--- src/verilog/timer_extint_pkg.sv ---
// constants for the timer run and external interrupt control block
// Behaviour
// a timer counts only while its run bit is 1
// timer A overflow sets the timer A overflow flag
// timer A overflow flag clears by software write or on vectoring
// ext irq B flag set by event; software clear; auto clear in edge mode
// ext irq A flag set by event; software clear; auto clear in edge mode
// ext irq B type select: 0 level sensitive, 1 edge sensitive
// ext irq B active polarity comes from its own polarity bit
// ext irq A type select 0 level, 1 edge; polarity from its bit
package timer_extint_pkg;

   localparam logic [7:0] CTRL_OFFSET   = 8'h88;
   localparam logic [7:0] CONFIG_OFFSET = 8'h8C;
   localparam logic [7:0] STATUS_OFFSET = 8'h8D;
   localparam logic [7:0] MASK_OFFSET   = 8'h8E;

   // control register fields
   localparam int CTRL_TB_RUN   = 6;
   localparam int CTRL_TA_OVF   = 5;
   localparam int CTRL_TA_RUN   = 4;
   localparam int CTRL_EB_FLAG  = 3;
   localparam int CTRL_EB_TYPE  = 2;
   localparam int CTRL_EA_FLAG  = 1;
   localparam int CTRL_EA_TYPE  = 0;

   // configuration register fields, polarity 1 = active high
   localparam int CFG_EA_POL    = 0;
   localparam int CFG_EB_POL    = 1;

   // status and mask fields
   localparam int ST_EA         = 0;
   localparam int ST_EB         = 1;
   localparam int ST_TA         = 2;
   localparam int ST_WIDTH      = 3;

   localparam logic [7:0] CTRL_RESET   = 8'h00;
   localparam logic [1:0] CONFIG_RESET = 2'h0;
   localparam logic [2:0] STATUS_RESET = 3'h0;
   localparam logic [2:0] MASK_RESET   = 3'h0;
   localparam logic [7:0] UNMAPPED     = 8'h00;

endpackage : timer_extint_pkg

--- src/verilog/ext_irq_detect.sv ---
// external interrupt input qualifier: polarity, level or edge
`timescale 1ns/1ps
module ext_irq_detect (
   input  wire logic clock,
   input  wire logic rst,
   input  wire logic pin,
   input  wire logic polarity,
   input  wire logic edge_mode,
   output logic      active,
   output logic      event_hit
);
   logic prev_r;

   // polarity picks which pin level counts as asserted
   assign active = polarity ? pin : ~pin;

   // reset to asserted so no false edge right after reset
   always_ff @(posedge clock) begin
      if (rst) begin
         prev_r <= 1'b1;
      end else begin
         prev_r <= active;
      end
   end

   assign event_hit = edge_mode ? (active & ~prev_r) : active;

endmodule : ext_irq_detect

--- src/verilog/irq_flag_cell.sv ---
// one hardware set, software written, auto cleared flag
`timescale 1ns/1ps
module irq_flag_cell (
   input  wire logic clock,
   input  wire logic rst,
   input  wire logic set,
   input  wire logic wr_en,
   input  wire logic wr_val,
   input  wire logic auto_clr,
   output logic      flag
);
   logic flag_r;

   // hardware set wins over any clear in the same cycle
   always_ff @(posedge clock) begin
      if (rst) begin
         flag_r <= 1'b0;
      end else if (set) begin
         flag_r <= 1'b1;
      end else if (wr_en) begin
         flag_r <= wr_val;
      end else if (auto_clr) begin
         flag_r <= 1'b0;
      end
   end

   assign flag = flag_r;

endmodule : irq_flag_cell

--- src/verilog/timer_extint_control.sv ---
// timer run control, timer A overflow flag and two external interrupts
`timescale 1ns/1ps
module timer_extint_control (
   input  wire logic       CLOCK,
   input  wire logic       RST,
   input  wire logic [7:0] ADDR,
   input  wire logic [7:0] WDATA,
   input  wire logic       WR,
   input  wire logic       RD,
   output logic      [7:0] RDATA,
   input  wire logic       TIMER_A_OVERFLOW,
   input  wire logic       EXT_IRQ_A_INPUT,
   input  wire logic       EXT_IRQ_B_INPUT,
   input  wire logic       VECTOR_TIMER_A,
   input  wire logic       VECTOR_EXT_A,
   input  wire logic       VECTOR_EXT_B,
   output logic            TIMER_A_RUN,
   output logic            TIMER_B_RUN,
   output logic            TIMER_A_IRQ_REQ,
   output logic            EXT_IRQ_A_REQ,
   output logic            EXT_IRQ_B_REQ,
   output logic            IRQ
);

   function automatic logic hit(input logic [7:0] a,
                                input logic [7:0] off);
      hit = (a == off);
   endfunction : hit

   logic       timer_a_run_r;
   logic       timer_b_run_r;
   logic       ext_irq_a_type_select_r;
   logic       ext_irq_b_type_select_r;
   logic       ext_irq_a_polarity_r;
   logic       ext_irq_b_polarity_r;
   logic [2:0] status_r;
   logic [2:0] status_nxt;
   logic [2:0] mask_r;
   logic [7:0] rdata_r;
   logic [7:0] rdata_nxt;
   logic       wr_ctrl;
   logic       wr_cfg;
   logic       wr_status;
   logic       wr_mask;
   logic       timer_a_overflow_flag;
   logic       ext_irq_a_flag;
   logic       ext_irq_b_flag;
   logic       ext_a_active;
   logic       ext_b_active;
   logic       ext_a_event;
   logic       ext_b_event;
   logic       ext_a_auto_clr;
   logic       ext_b_auto_clr;
   logic [7:0] ctrl_view;
   logic [2:0] events;

   assign wr_ctrl   = WR & hit(ADDR, timer_extint_pkg::CTRL_OFFSET);
   assign wr_cfg    = WR & hit(ADDR, timer_extint_pkg::CONFIG_OFFSET);
   assign wr_status = WR & hit(ADDR, timer_extint_pkg::STATUS_OFFSET);
   assign wr_mask   = WR & hit(ADDR, timer_extint_pkg::MASK_OFFSET);

   // run bits and type selects of the control register
   always_ff @(posedge CLOCK) begin
      if (RST) begin
         timer_a_run_r           <= 1'b0;
         timer_b_run_r           <= 1'b0;
         ext_irq_a_type_select_r <= 1'b0;
         ext_irq_b_type_select_r <= 1'b0;
      end else if (wr_ctrl) begin
         timer_a_run_r <= WDATA[timer_extint_pkg::CTRL_TA_RUN];
         timer_b_run_r <= WDATA[timer_extint_pkg::CTRL_TB_RUN];
         ext_irq_a_type_select_r <= WDATA[timer_extint_pkg::CTRL_EA_TYPE];
         ext_irq_b_type_select_r <= WDATA[timer_extint_pkg::CTRL_EB_TYPE];
      end
   end

   // polarity bits of the configuration register
   always_ff @(posedge CLOCK) begin
      if (RST) begin
         {ext_irq_b_polarity_r, ext_irq_a_polarity_r} <=
            timer_extint_pkg::CONFIG_RESET;
      end else if (wr_cfg) begin
         ext_irq_a_polarity_r <= WDATA[timer_extint_pkg::CFG_EA_POL];
         ext_irq_b_polarity_r <= WDATA[timer_extint_pkg::CFG_EB_POL];
      end
   end

   ext_irq_detect u_detect_a (
      .clock     (CLOCK),
      .rst       (RST),
      .pin       (EXT_IRQ_A_INPUT),
      .polarity  (ext_irq_a_polarity_r),
      .edge_mode (ext_irq_a_type_select_r),
      .active    (ext_a_active),
      .event_hit (ext_a_event)
   );

   ext_irq_detect u_detect_b (
      .clock     (CLOCK),
      .rst       (RST),
      .pin       (EXT_IRQ_B_INPUT),
      .polarity  (ext_irq_b_polarity_r),
      .edge_mode (ext_irq_b_type_select_r),
      .active    (ext_b_active),
      .event_hit (ext_b_event)
   );

   // vectoring clears an external flag only in edge mode
   assign ext_a_auto_clr = VECTOR_EXT_A & ext_irq_a_type_select_r;
   assign ext_b_auto_clr = VECTOR_EXT_B & ext_irq_b_type_select_r;

   irq_flag_cell u_flag_timer_a (
      .clock    (CLOCK),
      .rst      (RST),
      .set      (TIMER_A_OVERFLOW),
      .wr_en    (wr_ctrl),
      .wr_val   (WDATA[timer_extint_pkg::CTRL_TA_OVF]),
      .auto_clr (VECTOR_TIMER_A),
      .flag     (timer_a_overflow_flag)
   );

   irq_flag_cell u_flag_ext_a (
      .clock    (CLOCK),
      .rst      (RST),
      .set      (ext_a_event),
      .wr_en    (wr_ctrl),
      .wr_val   (WDATA[timer_extint_pkg::CTRL_EA_FLAG]),
      .auto_clr (ext_a_auto_clr),
      .flag     (ext_irq_a_flag)
   );

   irq_flag_cell u_flag_ext_b (
      .clock    (CLOCK),
      .rst      (RST),
      .set      (ext_b_event),
      .wr_en    (wr_ctrl),
      .wr_val   (WDATA[timer_extint_pkg::CTRL_EB_FLAG]),
      .auto_clr (ext_b_auto_clr),
      .flag     (ext_irq_b_flag)
   );

   // sticky event status, write one to clear, new event wins
   always_comb begin
      events = 3'h0;
      events[timer_extint_pkg::ST_EA] = ext_a_event;
      events[timer_extint_pkg::ST_EB] = ext_b_event;
      events[timer_extint_pkg::ST_TA] = TIMER_A_OVERFLOW;
      status_nxt = status_r;
      if (wr_status) begin
         status_nxt = status_r & ~WDATA[2:0];
      end
      status_nxt = status_nxt | events;
   end

   always_ff @(posedge CLOCK) begin
      if (RST) begin
         status_r <= timer_extint_pkg::STATUS_RESET;
      end else begin
         status_r <= status_nxt;
      end
   end

   always_ff @(posedge CLOCK) begin
      if (RST) begin
         mask_r <= timer_extint_pkg::MASK_RESET;
      end else if (wr_mask) begin
         mask_r <= WDATA[2:0];
      end
   end

   // register read view, top bit reads as zero
   always_comb begin
      ctrl_view = timer_extint_pkg::CTRL_RESET;
      ctrl_view[timer_extint_pkg::CTRL_TB_RUN]  = timer_b_run_r;
      ctrl_view[timer_extint_pkg::CTRL_TA_OVF]  = timer_a_overflow_flag;
      ctrl_view[timer_extint_pkg::CTRL_TA_RUN]  = timer_a_run_r;
      ctrl_view[timer_extint_pkg::CTRL_EB_FLAG] = ext_irq_b_flag;
      ctrl_view[timer_extint_pkg::CTRL_EB_TYPE] = ext_irq_b_type_select_r;
      ctrl_view[timer_extint_pkg::CTRL_EA_FLAG] = ext_irq_a_flag;
      ctrl_view[timer_extint_pkg::CTRL_EA_TYPE] = ext_irq_a_type_select_r;
   end

   always_comb begin
      rdata_nxt = timer_extint_pkg::UNMAPPED;
      if (hit(ADDR, timer_extint_pkg::CTRL_OFFSET)) begin
         rdata_nxt = ctrl_view;
      end else if (hit(ADDR, timer_extint_pkg::CONFIG_OFFSET)) begin
         rdata_nxt = {6'h00, ext_irq_b_polarity_r, ext_irq_a_polarity_r};
      end else if (hit(ADDR, timer_extint_pkg::STATUS_OFFSET)) begin
         rdata_nxt = {5'h00, status_r};
      end else if (hit(ADDR, timer_extint_pkg::MASK_OFFSET)) begin
         rdata_nxt = {5'h00, mask_r};
      end
   end

   // read data valid only in the cycle after the strobe
   always_ff @(posedge CLOCK) begin
      if (RST) begin
         rdata_r <= timer_extint_pkg::UNMAPPED;
      end else if (RD) begin
         rdata_r <= rdata_nxt;
      end else begin
         rdata_r <= timer_extint_pkg::UNMAPPED;
      end
   end

   assign RDATA           = rdata_r;
   assign TIMER_A_RUN     = timer_a_run_r;
   assign TIMER_B_RUN     = timer_b_run_r;
   assign TIMER_A_IRQ_REQ = timer_a_overflow_flag;
   assign EXT_IRQ_A_REQ   = ext_irq_a_flag;
   assign EXT_IRQ_B_REQ   = ext_irq_b_flag;
   assign IRQ             = |(status_r & mask_r);

   // checks
   AST_RUN_A_FOLLOWS_WRITE: assert property (
      @(posedge CLOCK) disable iff (RST)
      wr_ctrl
      |=> TIMER_A_RUN == $past(WDATA[timer_extint_pkg::CTRL_TA_RUN]))
   else $error("timer A run bit does not follow control write");

   AST_RUN_B_HOLDS: assert property (
      @(posedge CLOCK) disable iff (RST)
      !wr_ctrl |=> $stable(TIMER_B_RUN))
   else $error("timer B run bit changed without a control write");

   AST_TA_OVF_SETS: assert property (
      @(posedge CLOCK) disable iff (RST)
      TIMER_A_OVERFLOW
      |=> TIMER_A_IRQ_REQ && status_r[timer_extint_pkg::ST_TA])
   else $error("timer A overflow did not set its flag");

   AST_TA_VECTOR_CLEARS: assert property (
      @(posedge CLOCK) disable iff (RST)
      VECTOR_TIMER_A && !TIMER_A_OVERFLOW && !wr_ctrl |=> !TIMER_A_IRQ_REQ)
   else $error("timer A flag not cleared on vectoring");

   AST_TA_SW_CLEARS: assert property (
      @(posedge CLOCK) disable iff (RST)
      wr_ctrl && !WDATA[timer_extint_pkg::CTRL_TA_OVF] && !TIMER_A_OVERFLOW
      |=> !TIMER_A_IRQ_REQ)
   else $error("timer A flag not cleared by software");

   AST_EB_EVENT_SETS: assert property (
      @(posedge CLOCK) disable iff (RST)
      ext_b_event
      |=> EXT_IRQ_B_REQ [*1] ##0 status_r[timer_extint_pkg::ST_EB])
   else $error("ext irq B event did not set its flag");

   AST_EB_LEVEL_NO_AUTOCLR: assert property (
      @(posedge CLOCK) disable iff (RST)
      VECTOR_EXT_B && !ext_irq_b_type_select_r && EXT_IRQ_B_REQ && !wr_ctrl
      |=> EXT_IRQ_B_REQ)
   else $error("ext irq B flag cleared on vectoring in level mode");

   AST_EA_EDGE_AUTOCLR: assert property (
      @(posedge CLOCK) disable iff (RST)
      VECTOR_EXT_A && ext_irq_a_type_select_r && !ext_a_event && !wr_ctrl
      |=> !EXT_IRQ_A_REQ)
   else $error("ext irq A flag not cleared on vectoring in edge mode");

   AST_EA_EVENT_SETS: assert property (
      @(posedge CLOCK) disable iff (RST)
      ext_a_event |=> EXT_IRQ_A_REQ)
   else $error("ext irq A event did not set its flag");

   AST_EB_EDGE_ONE_SHOT: assert property (
      @(posedge CLOCK) disable iff (RST)
      ext_irq_b_type_select_r && ext_b_active && $past(ext_b_active)
      && $stable(ext_irq_b_type_select_r) && $stable(ext_irq_b_polarity_r)
      |-> !ext_b_event)
   else $error("ext irq B edge mode fired on a held level");

   AST_EB_LEVEL_SETS: assert property (
      @(posedge CLOCK) disable iff (RST)
      !ext_irq_b_type_select_r && ext_b_active |=> EXT_IRQ_B_REQ)
   else $error("ext irq B level mode did not set its flag");

   AST_EB_POLARITY: assert property (
      @(posedge CLOCK) disable iff (RST)
      !ext_irq_b_type_select_r && ext_irq_b_polarity_r == EXT_IRQ_B_INPUT
      |=> EXT_IRQ_B_REQ)
   else $error("ext irq B polarity not honoured");

   AST_EA_POLARITY_LEVEL: assert property (
      @(posedge CLOCK) disable iff (RST)
      !ext_irq_a_type_select_r && ext_irq_a_polarity_r == EXT_IRQ_A_INPUT
      |=> EXT_IRQ_A_REQ)
   else $error("ext irq A level mode or polarity not honoured");

   AST_EA_IDLE_QUIET: assert property (
      @(posedge CLOCK) disable iff (RST)
      ext_irq_a_polarity_r != EXT_IRQ_A_INPUT |-> !ext_a_event)
   else $error("ext irq A fired while its input was inactive");

   AST_RUN_B_FOLLOWS_WRITE: assert property (
      @(posedge CLOCK) disable iff (RST)
      wr_ctrl
      |=> TIMER_B_RUN == $past(WDATA[timer_extint_pkg::CTRL_TB_RUN]))
   else $error("timer B run bit does not follow control write");

   AST_RUN_A_HOLDS: assert property (
      @(posedge CLOCK) disable iff (RST)
      !wr_ctrl |=> $stable(TIMER_A_RUN))
   else $error("timer A run bit changed without a control write");

   AST_TA_SW_SETS: assert property (
      @(posedge CLOCK) disable iff (RST)
      wr_ctrl && WDATA[timer_extint_pkg::CTRL_TA_OVF] |=> TIMER_A_IRQ_REQ)
   else $error("timer A flag not set by a software write of one");

   AST_TA_NO_SPURIOUS: assert property (
      @(posedge CLOCK) disable iff (RST)
      !TIMER_A_OVERFLOW && !wr_ctrl && !TIMER_A_IRQ_REQ
      |=> !TIMER_A_IRQ_REQ)
   else $error("timer A flag rose without an overflow or a write");

   AST_TA_STATUS_CLEAR: assert property (
      @(posedge CLOCK) disable iff (RST)
      wr_status && WDATA[timer_extint_pkg::ST_TA] && !TIMER_A_OVERFLOW
      |=> !status_r[timer_extint_pkg::ST_TA])
   else $error("timer A status bit not cleared by a write of one");

   AST_EB_EDGE_AUTOCLR: assert property (
      @(posedge CLOCK) disable iff (RST)
      VECTOR_EXT_B && ext_irq_b_type_select_r && !ext_b_event && !wr_ctrl
      |=> !EXT_IRQ_B_REQ)
   else $error("ext irq B flag not cleared on vectoring in edge mode");

   AST_EA_LEVEL_NO_AUTOCLR: assert property (
      @(posedge CLOCK) disable iff (RST)
      VECTOR_EXT_A && !ext_irq_a_type_select_r && EXT_IRQ_A_REQ && !wr_ctrl
      |=> EXT_IRQ_A_REQ)
   else $error("ext irq A flag cleared on vectoring in level mode");

   AST_EA_EDGE_ONE_SHOT: assert property (
      @(posedge CLOCK) disable iff (RST)
      ext_irq_a_type_select_r && ext_a_active && $past(ext_a_active)
      |-> !ext_a_event)
   else $error("ext irq A edge mode fired on a held level");

   AST_EB_IDLE_QUIET: assert property (
      @(posedge CLOCK) disable iff (RST)
      ext_irq_b_polarity_r != EXT_IRQ_B_INPUT |-> !ext_b_event)
   else $error("ext irq B fired while its input was inactive");

endmodule : timer_extint_control

--- config.mk ---
export PLATFORM = sky130hd
export DESIGN_NAME = timer_extint_control
export DESIGN_NICKNAME = d
export VERILOG_FILES = /design/src/verilog/timer_extint_pkg.sv /design/src/verilog/ext_irq_detect.sv /design/src/verilog/irq_flag_cell.sv /design/src/verilog/timer_extint_control.sv
export SDC_FILE = /design/constraint.sdc
export NUM_CORES = 1
export LEC_CHECK = 0
export BUFFER_PORTS_ARGS = -buffer_cell sky130_fd_sc_hd__buf_2
export CAP_MARGIN = 40
export CELL_PAD_IN_SITES_DETAIL_PLACEMENT = 0
export CELL_PAD_IN_SITES_GLOBAL_PLACEMENT = 1
export CORE_ASPECT_RATIO = 1.2
export CORE_UTILIZATION = 32
export DETAILED_ROUTE_END_ITERATION = 6
export PLACE_DENSITY_LB_ADDON = 0.05
export SETUP_SLACK_MARGIN = 0.5
export SYNTH_ARGS = -nofsm -noshare
export SYNTH_HDL_FRONTEND = slang
export SYNTH_HIERARCHICAL = 1
export SYNTH_SLANG_ARGS = --single-unit
export TNS_END_PERCENT = 100
--- constraint.sdc ---
create_clock -name CLOCK -period 1.5 [get_ports CLOCK]
set_clock_uncertainty 0.2 [all_clocks]
set_input_delay 0.15 -clock CLOCK [delete_from_list [all_inputs] [get_ports CLOCK]]
set_output_delay 0.15 -clock CLOCK [all_outputs]
set_load 0.02 [all_outputs]
=== After elaboration in Yosys (flattened, before gate mapping) ===
Index checks and enable logic that the tools add are counted.

* Register bits after elaboration: 25
* Input bits: 26
* Output and inout port bits: 14

* Equal/unequal tests: 4
* Mux-type cells: 18
* Bitwise logic cells: 17
* Reduce and logical (&&, ||, !) cells: 6

{| class="wikitable"
|+ Operators by type and width
! cell !! number
|-
| equality test 8 bit (second input constant) || 4
|-
| two-way mux 1 bit || 13
|-
| two-way mux 3 bit || 4
|-
| nonzero test 3 bit || 3
|-
| bitwise AND 1 bit || 8
|-
| two-way mux 7 bit || 1
|-
| bitwise AND 3 bit || 2
|-
| NOT 1 bit || 5
|-
| OR reduction 5 bit || 1
|-
| NOT 3 bit || 1
|-
| OR 3 bit || 1
|-
| OR reduction 3 bit || 1
|-
| OR reduction 2 bit || 1
|}

=== Logic depth before layout (Yosys ltp) ===
Gate-level depths: netlist of run 1.

* Word-level depth: 5
* Mapped depth: 6
* Depth with buffers taken out: 4

=== Modules after synthesis ===
The synthesis of run 1 kept the hierarchy.

{| class="wikitable"
|+ By module, submodules not included
! module !! times used !! cells each !! area each (um^2) !! seq. area each (um^2)
|-
| timer_extint_control || 1 || 93 || 887.1 || 380.4
|-
| irq_flag_cell || 3 || 4 || 38.8 || 20.0
|-
| ext_irq_detect || 2 || 5 || 43.8 || 20.0
|}

=== Least setup slack after synthesis of run 1 ===
OpenSTA, ideal clock, no wires.

* Path kind: input to register
* From: in ADDR[0]
* To: reg u_flag_ext_a.flag_r, in the netlist u_flag_ext_a/flag
* Library setup time: 0.070 ns
* Arrival time: 1.211 ns
* Data required time: 1.230 ns
* Setup slack: 0.019 ns
* Cell stages on the path: 6
* Buffers on the path: 2
* Cells stage by stage: clkbuf_2 -> nor3_1 -> and4_1 -> buf_2 -> or3b_1 -> a21oi_1

* Longest elaborated chain between the ends: 4

{| class="wikitable"
|+ Ends and longest elaborated chain
! item !! RTL line !! source
|-
| from (decl) || timer_extint_control.sv:6 || <nowiki>input wire logic [7:0] ADDR,</nowiki>
|-
| equality test 8 bit (*) || timer_extint_control.sv:27 || <nowiki>hit = (a == off);</nowiki>
|-
| bitwise AND 1 bit (*) || timer_extint_control.sv:57 || <nowiki>assign wr_ctrl = WR & hit(ADDR, timer_extint_pkg::CTRL_OFFSET);</nowiki>
|-
| net wr_ctrl || timer_extint_control.sv:41 || <nowiki>logic wr_ctrl;</nowiki>
|-
| two-way mux 1 bit || irq_flag_cell.sv:20 || <nowiki>end else if (wr_en) begin</nowiki>
|-
| two-way mux 1 bit || irq_flag_cell.sv:18 || <nowiki>end else if (set) begin</nowiki>
|-
| to (signal assigned) || irq_flag_cell.sv:21 || <nowiki>flag_r <= wr_val;</nowiki>
|-
| to (decl) || irq_flag_cell.sv:12 || <nowiki>logic flag_r;</nowiki>
|}

Mark *: on every way through the listed nets, which the timed path passes. The rest lies on a longest branch.
A chain may end at the register's enable or synchronous reset.

=== Final worst setup path of run 1 ===
* From: reg status_r[1]
* To: out IRQ

* Longest elaborated chain between the ends: 2

{| class="wikitable"
|+ Ends and longest elaborated chain
! item !! RTL line !! source
|-
| from (decl) || timer_extint_control.sv:36 || <nowiki>logic [2:0] status_r;</nowiki>
|-
| from (signal assigned) || timer_extint_control.sv:157 || <nowiki>status_r <= timer_extint_pkg::STATUS_RESET;</nowiki>
|-
| from (signal assigned) || timer_extint_control.sv:159 || <nowiki>status_r <= status_nxt;</nowiki>
|-
| bitwise AND 3 bit || timer_extint_control.sv:213 || <nowiki>assign IRQ = |(status_r & mask_r);</nowiki>
|-
| OR reduction 3 bit || timer_extint_control.sv:213 ||
|-
| to (decl) || timer_extint_control.sv:22 || <nowiki>output logic IRQ</nowiki>
|}

Every way passes these cells.

==> impl_metrics.ini, run 1 <==
[critical_path]
arrival_ns = 1.21
cp-end-kind = output pin
path_cells = a222oi_1 > inv_1 > buf_2
slowest_delay_ns = 0.36
path_max_fanout = 2
worst_path_max_delay_cell = dfxtp_2
cp-start-kind = register
critical_path_class = register to output pin
worstPathRequired_ns = 1.15

[floorplanning]
rows = 22
dieArea_sq_um = 3620
ioPinCount = 40
die_w_microns = 55.1
start_util = 0.345
die_y_microns = 65.7
core_sq_um = 3140

[sta]
timing.final.hold_violations = 7
slew_violations = 0
hold_slack_ns = -0.124
setup_tns_ns = -0.0605
setup_slack_ns = -0.0605
max_freq_ghz = 0.641
rsz0062_at_grt = yes
setup_viol = 1
period_needed_ns = 1.56
period_share = 1.04

[routing]
num_vias = 1057
wl_met3_microns = 161
drtIter0Drc = 20
vias_per_cell = 4.94
wl_per_cell_microns = 13.6
firstDrtPassIters = 4
drt-met1-wl_microns = 1250
wirelength_microns = 2920
top_layer_used = met4
ant_nets = 0
wl_met2_microns = 1480
drc = 0

[power]
powerDensity_nw_per_um2 = 703
vdd_drop_max_v = 0.000538
leakagePower_nw = 0.840

[logic_synthesis]
syn_avg_cell_area_sq_um = 9.59
synthCells = 113
netlist_area_sq_um = 1080
yosysWarningCount = 6
synth_nets = 139

[place]
hpwl_microns = 2010
gp_congestion = 0.776
dpl-instance-area_sq_um = 1420
place_inst = 190
portBuffers = 37

[cells_and_area]
drive_gt1_frac = 0.674
num_antenna_cells = 0
fin_util = 0.610
finalInstanceArea_sq_um = 1920
mostFrequentLayoutCells = buf_2 (24), buf_6 (18), dfxtp_2 (16), nand2b_1 (16), buf_4 (16)
final_cells = 214
area_growth_pct = 76.8
nets = 205
mostFrequentLayoutCell = buf_2

[hold_path]
hold_class = primary input to register

[global_route]
grt_pass1_wl_microns = 4730
antenna_found_initial = 0
grt-ovfl-total = 0
grt_max_degree = 20
grt_pass1_vias = 1104
grtUsageTotal = 0.186

[clocking]
cts_sinks = 24
clkLatencyLatePin_ns = 0.32
clkTransAtPathRegs_ns = 0.14
cts_buffers = 3
cts_hold_buf = 6
clock-root-buffer = clkbuf_4
cts_tree = built
cts_buffer_depth = 2
h-tree-depth = 1

[flow_run]
cap_violations = 0

[outcome]
status = finished with violations
violations = negative hold slack, negative setup slack
==> sequential cells by signal, indices dropped and copies added, names as in the netlist <==
signal                   count
ext_irq_b_type_select_r      1
mask_r                       3
ext_irq_b_polarity_r         1
status_r                     3
TIMER_B_RUN                  1
u_detect_a/prev_r            1
ext_irq_a_type_select_r      1
ext_irq_a_polarity_r         1
RDATA                        7
u_flag_timer_a/flag          1
u_detect_b/prev_r            1
u_flag_ext_a/flag            1
TIMER_A_RUN                  1
u_flag_ext_b/flag            1
==> worst paths after layout <==
check / startpoint / end / slack [ns] / cells past startpoint
setup / recovery: status_r[1] / IRQ / -0.06 / 3
hold / removal: WDATA[0] / status_r[0] / -0.12 / 2
setup reg to reg: ext_irq_b_type_select_r / RDATA[2] / 0.20 / 3
hold reg to reg: u_flag_ext_b/flag / RDATA[3] / 0.30 / 1
==> critical path: cells and delay by family, from the launching register on <==
| family | cells | cell delay (ns) |
|---|---|---|
| buffers and inverters | 2 | 0.22 |
| DFF | 1 | 0.36 |
| AOI/OAI and AO/OA | 1 | 0.32 |
==> report_power, final <==
part,internal (W),switching (W)
logic,0.000127,0.0000932
registers,0.000647,0.0000125
clock network,0.000270,0.000198
==> repair_timing <==
action	4_1_cts	5_1_grt
resized for setup	66	18
buffers inserted	13	1
gates cloned	1	0
hold endpoints to repair	16	8
endpoints found under the setup margin	31	37
pin swaps	22	7
==> stage by stage <==
step,worst slack [ns],power (W)
after detailed placement,-0.122,0.000827
after global routing,-0.114,0.00140
after CTS,-0.0894,0.00135
final,-0.0605,0.00135
after floorplan,0.0321,0.000752
after global placement,-0.108,0.000825
==> layer usage <==
layer	vias to the layer above	GRT usage
met2	32	0.322
li1	524	-
met3	2	0.0255
met4	0	0.0844
met1	499	0.215
met5	-	0
==> layout make-up <==
cell class | count | area [sq um]
multi-input cells | 79 | 723
flip-flops and latches | 24 | 515
clock inverters | 1 | 30.0
inverters | 5 | 18.8
repair buffers | 66 | 561
well taps | 36 | 45.0
fillers | 284 | 1220
clock buffers | 3 | 22.5
Power figures use the tool's default switching activity.
==> run 2: changes to the inputs <==
==> constraint.sdc (replaced) <==
create_clock -name CLOCK -period 1.5 [get_ports CLOCK]
set_clock_uncertainty 0.2 [all_clocks]
set_input_delay 0.075 -clock CLOCK [delete_from_list [all_inputs] [get_ports CLOCK]]
set_output_delay 0.075 -clock CLOCK [all_outputs]
set_load 0.02 [all_outputs]
==> run 2 against run 1 <==
The flow still finishes with violations (negative hold slack, negative setup slack). Wire length grew 5.4%. Register-to-register slack is essentially flat. Via count shrank 1.0%. Non-clock buffer count shrank 1. Power grew 0.41%. Final cell count shrank 0.47%. Clock-buffer cell count is the same. Critical path depth is the same. Utilization shrank 1.6 points. Sequential share of layout area grew 0.65 points. Critical path type unchanged. Critical endpoint unchanged. Largest cell class unchanged. Largest power group unchanged. Highest routed layer unchanged.
==> impl_metrics.ini, run 2 (synthesized netlist as in run 1, its figures left out) <==
[sta]
slew_violations = 0
rsz0062_at_grt = yes
period_share = 1.01
period_needed_ns = 1.51
setup_slack_ns = -0.00907
max_freq_ghz = 0.663
setup_viol = 1
hold_slack_ns = -0.198
timing.final.hold_violations = 12

[global_route]
grt_max_degree = 15
grtUsageTotal = 0.193
top_usage_layer = met2
grt_use_met3 = 0.0278
grt_pass1_vias = 1087
grtUsageMet2 = 0.343
grt_use_met1 = 0.221
grt-ovfl-total = 0
antenna_found_initial = 0
grt_pass1_wl_microns = 4790

[clocking]
cts_hold_buf = 8
h-tree-depth = 1
cts_tree = built
cts_sinks = 24
cts_buffers = 3
clkTransAtPathRegs_ns = 0.15
clkLatencyLatePin_ns = 0.32
cts_buffer_depth = 2
clock-root-buffer = clkbuf_4

[floorplanning]
dieArea_sq_um = 3620
ioPinCount = 40
die_w_microns = 55.1
die_y_microns = 65.7
core_sq_um = 3140
rows = 22
start_util = 0.345

[critical_path]
cp-start-kind = register
cp-end-kind = output pin
r2r_cells = 3
worstPathRequired_ns = 1.22
arrival_ns = 1.23
critical_path_class = register to output pin
path_max_fanout = 2

[outcome]
status = finished with violations
violations = negative hold slack, negative setup slack

[place]
dpl-instance-area_sq_um = 1390
portBuffers = 37
pre_cts_ws_ns = -0.0798
place_inst = 188
hpwl_microns = 2120
gp_congestion = 0.739

[cells_and_area]
final_cells = 213
finalInstanceArea_sq_um = 1870
mostFrequentLayoutCells = buf_2 (21), buf_6 (18), nand2b_1 (16), buf_4 (16), dfxtp_2 (15)
largest_reg_flops = 7
area_growth_pct = 72.2
num_antenna_cells = 0
drive_gt1_frac = 0.588
mostFrequentLayoutCell = buf_2
nets = 204
nFillCells = 290

[flow_run]
cap_violations = 0

[routing]
drtIter0Drc = 25
wirelength_microns = 3080
num_vias = 1046
ant_nets = 0
vias_per_cell = 4.91
drc = 0
wl_per_cell_microns = 14.4
firstDrtPassIters = 6

[power]
vdd_drop_max_v = 0.000494
powerDensity_nw_per_um2 = 725
leakagePower_nw = 0.829
power_w = 0.00135

[hold_path]
hold_class = primary input to register
min_delay_path_depth = 3
run 2: routing by layer:
| layer | wire length (microns) | part of all wire | vias up |
|---|---|---|---|
| met5 | 0 | 0 | - |
| met4 | 24 | 0.0078 | 0 |
| met3 | 97 | 0.032 | 2 |
| met2 | 1650 | 0.54 | 23 |
| met1 | 1300 | 0.42 | 501 |
| li1 | - | - | 520 |
run 2: what timing repair did:
| action | in CTS | in global routing |
|---|---|---|
| gates cloned | 0 | 0 |
| resized for setup | 67 | 10 |
| endpoints found under the hold margin | 20 | 13 |
| setup endpoints to repair | 27 | 31 |
| setup buffers | 11 | 2 |
| pin swaps | 15 | 9 |
run 2: layout make-up:
class / count / area, sq um / area share
inverters: 5 / 18.8 / 0.0101
clock inverters: 1 / 30.0 / 0.0161
flip-flops and latches: 24 / 514 / 0.276
well taps: 36 / 45.0 / 0.0241
clock buffers: 3 / 22.5 / 0.0121
repair buffers: 65 / 546 / 0.292
multi-input cells: 79 / 689 / 0.370
run 2: path summary, 6_finish.rpt:
check	start	endpoint	slack [ns]
worst max-delay path	status_r[1]	IRQ	-0.009
worst min-delay path	VECTOR_TIMER_A	u_flag_timer_a/flag	-0.20
worst max register to register	ext_irq_b_type_select_r	RDATA[2]	0.21
worst min register to register	u_flag_ext_b/flag	RDATA[3]	0.29
run 2: power breakdown:
group          switching, W  internal (W)  leakage [nW]  total, W
combinational     0.0000921      0.000120         0.596  0.000212
sequential        0.0000111      0.000646         0.206  0.000657
clock              0.000213      0.000270        0.0279  0.000483
run 2: metrics by stage:
step / TNS (ns) / utilization
global placement: -0.196 / 0.442
finish: -0.00907 / 0.594
floorplan: 0 / -
CTS: -0.0142 / 0.575
global route: -0.103 / 0.594
detailed placement: -0.307 / 0.442
run 2: critical path, cell delays in order, from the launching register on:
cell	delay (ns)
dfxtp_2	0.36
a222oi_1	0.31
inv_1	0.10
buf_6	0.14
==> run 3: changes to the inputs <==
- MAX_ROUTING_LAYER: not set -> met4
==> run 3 against run 2 <==
Final cell count unchanged. Utilization unchanged. Maximum frequency about the same. Non-clock buffer count unchanged. Largest cell class unchanged. The flow still finishes with violations (negative hold slack, negative setup slack). First-iteration DRC count unchanged. Worst hold slack about the same. Highest routed layer unchanged.
==> impl_metrics.ini, run 3 (synthesized netlist as in run 1, its figures left out) <==
[routing]
wirelength_microns = 3080
num_vias = 1046
firstDrtPassIters = 6
drc = 0
ant_nets = 0
drtIter0Drc = 25
wl_per_cell_microns = 14.4
vias_per_cell = 4.91

[cells_and_area]
area_growth_pct = 72.2
final_cells = 213
fin_util = 0.594
nets = 204
drive_gt1_frac = 0.588
num_antenna_cells = 0
mostFrequentLayoutCells = buf_2 (21), buf_6 (18), nand2b_1 (16), buf_4 (16), dfxtp_2 (15)
mostFrequentLayoutCell = buf_2
nFillCells = 290
largest_reg_flops = 7

[sta]
slew_violations = 0
setup_slack_ns = -0.00904
hold_slack_ns = -0.198
max_freq_ghz = 0.663
rsz0062_at_grt = yes
period_share = 1.01
period_needed_ns = 1.51
setup_viol = 1
timing.final.hold_violations = 12

[place]
pre_cts_ws_ns = -0.0798
hpwl_microns = 2120
place_inst = 188
gp_congestion = 0.748
portBuffers = 37

[global_route]
grt-ovfl-total = 0
grt_use_met1 = 0.221
grt_pass1_wl_microns = 4800
grt_use_met3 = 0.0347
top_usage_layer = met2
grt_pass1_vias = 1083
grtUsageMet2 = 0.343
grt_max_degree = 15
antenna_found_initial = 0
grtUsageTotal = 0.199

[clocking]
cts_buffers = 3
h-tree-depth = 1
cts_tree = built
clkTransAtPathRegs_ns = 0.15
cts_buffer_depth = 2
cts_sinks = 24
clock-root-buffer = clkbuf_4
cts_hold_buf = 8
clkLatencyLatePin_ns = 0.32

[power]
power_w = 0.00135
leakagePower_nw = 0.829
powerDensity_nw_per_um2 = 725
vdd_drop_max_v = 0.000494

[flow_run]
cap_violations = 0

[critical_path]
cpLargestDelayFamily = flip-flops
critPathBufInv = 2
cp-start-kind = register
worst_path_max_delay_cell = dfxtp_2
cp-end-kind = output pin
path_max_fanout = 2
slowest_delay_ns = 0.36
critical_path_class = register to output pin
arrival_ns = 1.23
worstPathRequired_ns = 1.22
path_cells = a222oi_1 > inv_1 > buf_6

[outcome]
status = finished with violations
violations = negative hold slack, negative setup slack

[floorplanning]
dieArea_sq_um = 3620
rows = 22
die_w_microns = 55.1
ioPinCount = 40
start_util = 0.345
die_y_microns = 65.7
core_sq_um = 3140

[hold_path]
hold_class = primary input to register
-- run 3: path summary, 6_finish.rpt --
kind	end	startpoint	slack [ns]	cells past startpoint
setup / recovery	IRQ	status_r[1]	-0.009	3
hold / removal	u_flag_timer_a/flag	VECTOR_TIMER_A	-0.20	3
setup reg to reg	RDATA[2]	ext_irq_b_type_select_r	0.21	3
hold reg to reg	RDATA[3]	u_flag_ext_b/flag	0.29	1
-- run 3: per-stage QoR --
| stage | setup TNS, ns | cell area, sq um | hold slack, ns |
|---|---|---|---|
| final | -0.00904 | 1870 | -0.198 |
| after global routing | -0.109 | 1870 | -0.215 |
| after CTS | -0.0142 | 1810 | -0.206 |
| after detailed placement | -0.307 | 1390 | 0.0937 |
| after global placement | -0.196 | 1390 | 0.0890 |
| after floorplan | 0 | 1140 | -0.0559 |
-- run 3: cell type report --
class                           count  area (sq um)  share of cell area
Timing Repair Buffer               65           546               0.292
Multi-Input combinational cell     79           689               0.370
Clock inverter                      1          30.0              0.0161
Inverter                            5          18.8              0.0101
Sequential cell                    24           514               0.276
Tap cell                           36          45.0              0.0241
Clock buffer                        3          22.5              0.0121
-- run 3: routing by layer --
metal / share of wire / vias up
met5: 0 / -
met4: 0.0075 / 0
li1: - / 520
met1: 0.42 / 501
met3: 0.032 / 2
met2: 0.54 / 23
-- run 3: report_power, final --
part / total (W) / internal, W / switching, W
Clock: 0.000483 / 0.000270 / 0.000213
Sequential: 0.000657 / 0.000646 / 0.0000111
Combinational: 0.000212 / 0.000120 / 0.0000921
Total: 0.00135 / 0.00104 / 0.000316
-- run 3: what timing repair did --
action / CTS / global route
setup endpoints to repair: 27 / 31
buffers inserted: 11 / 2
gates resized for setup: 67 / 10
pin swaps: 15 / 9
gates cloned: 0 / 0
hold endpoints to repair: 20 / 13
-- run 3: worst reg2reg max path, cell delays in order, from the launching register on --
cell     delay [ns]
dfxtp_4        0.39
or3b_4         0.36
a21o_1         0.16
a21oi_1        0.11
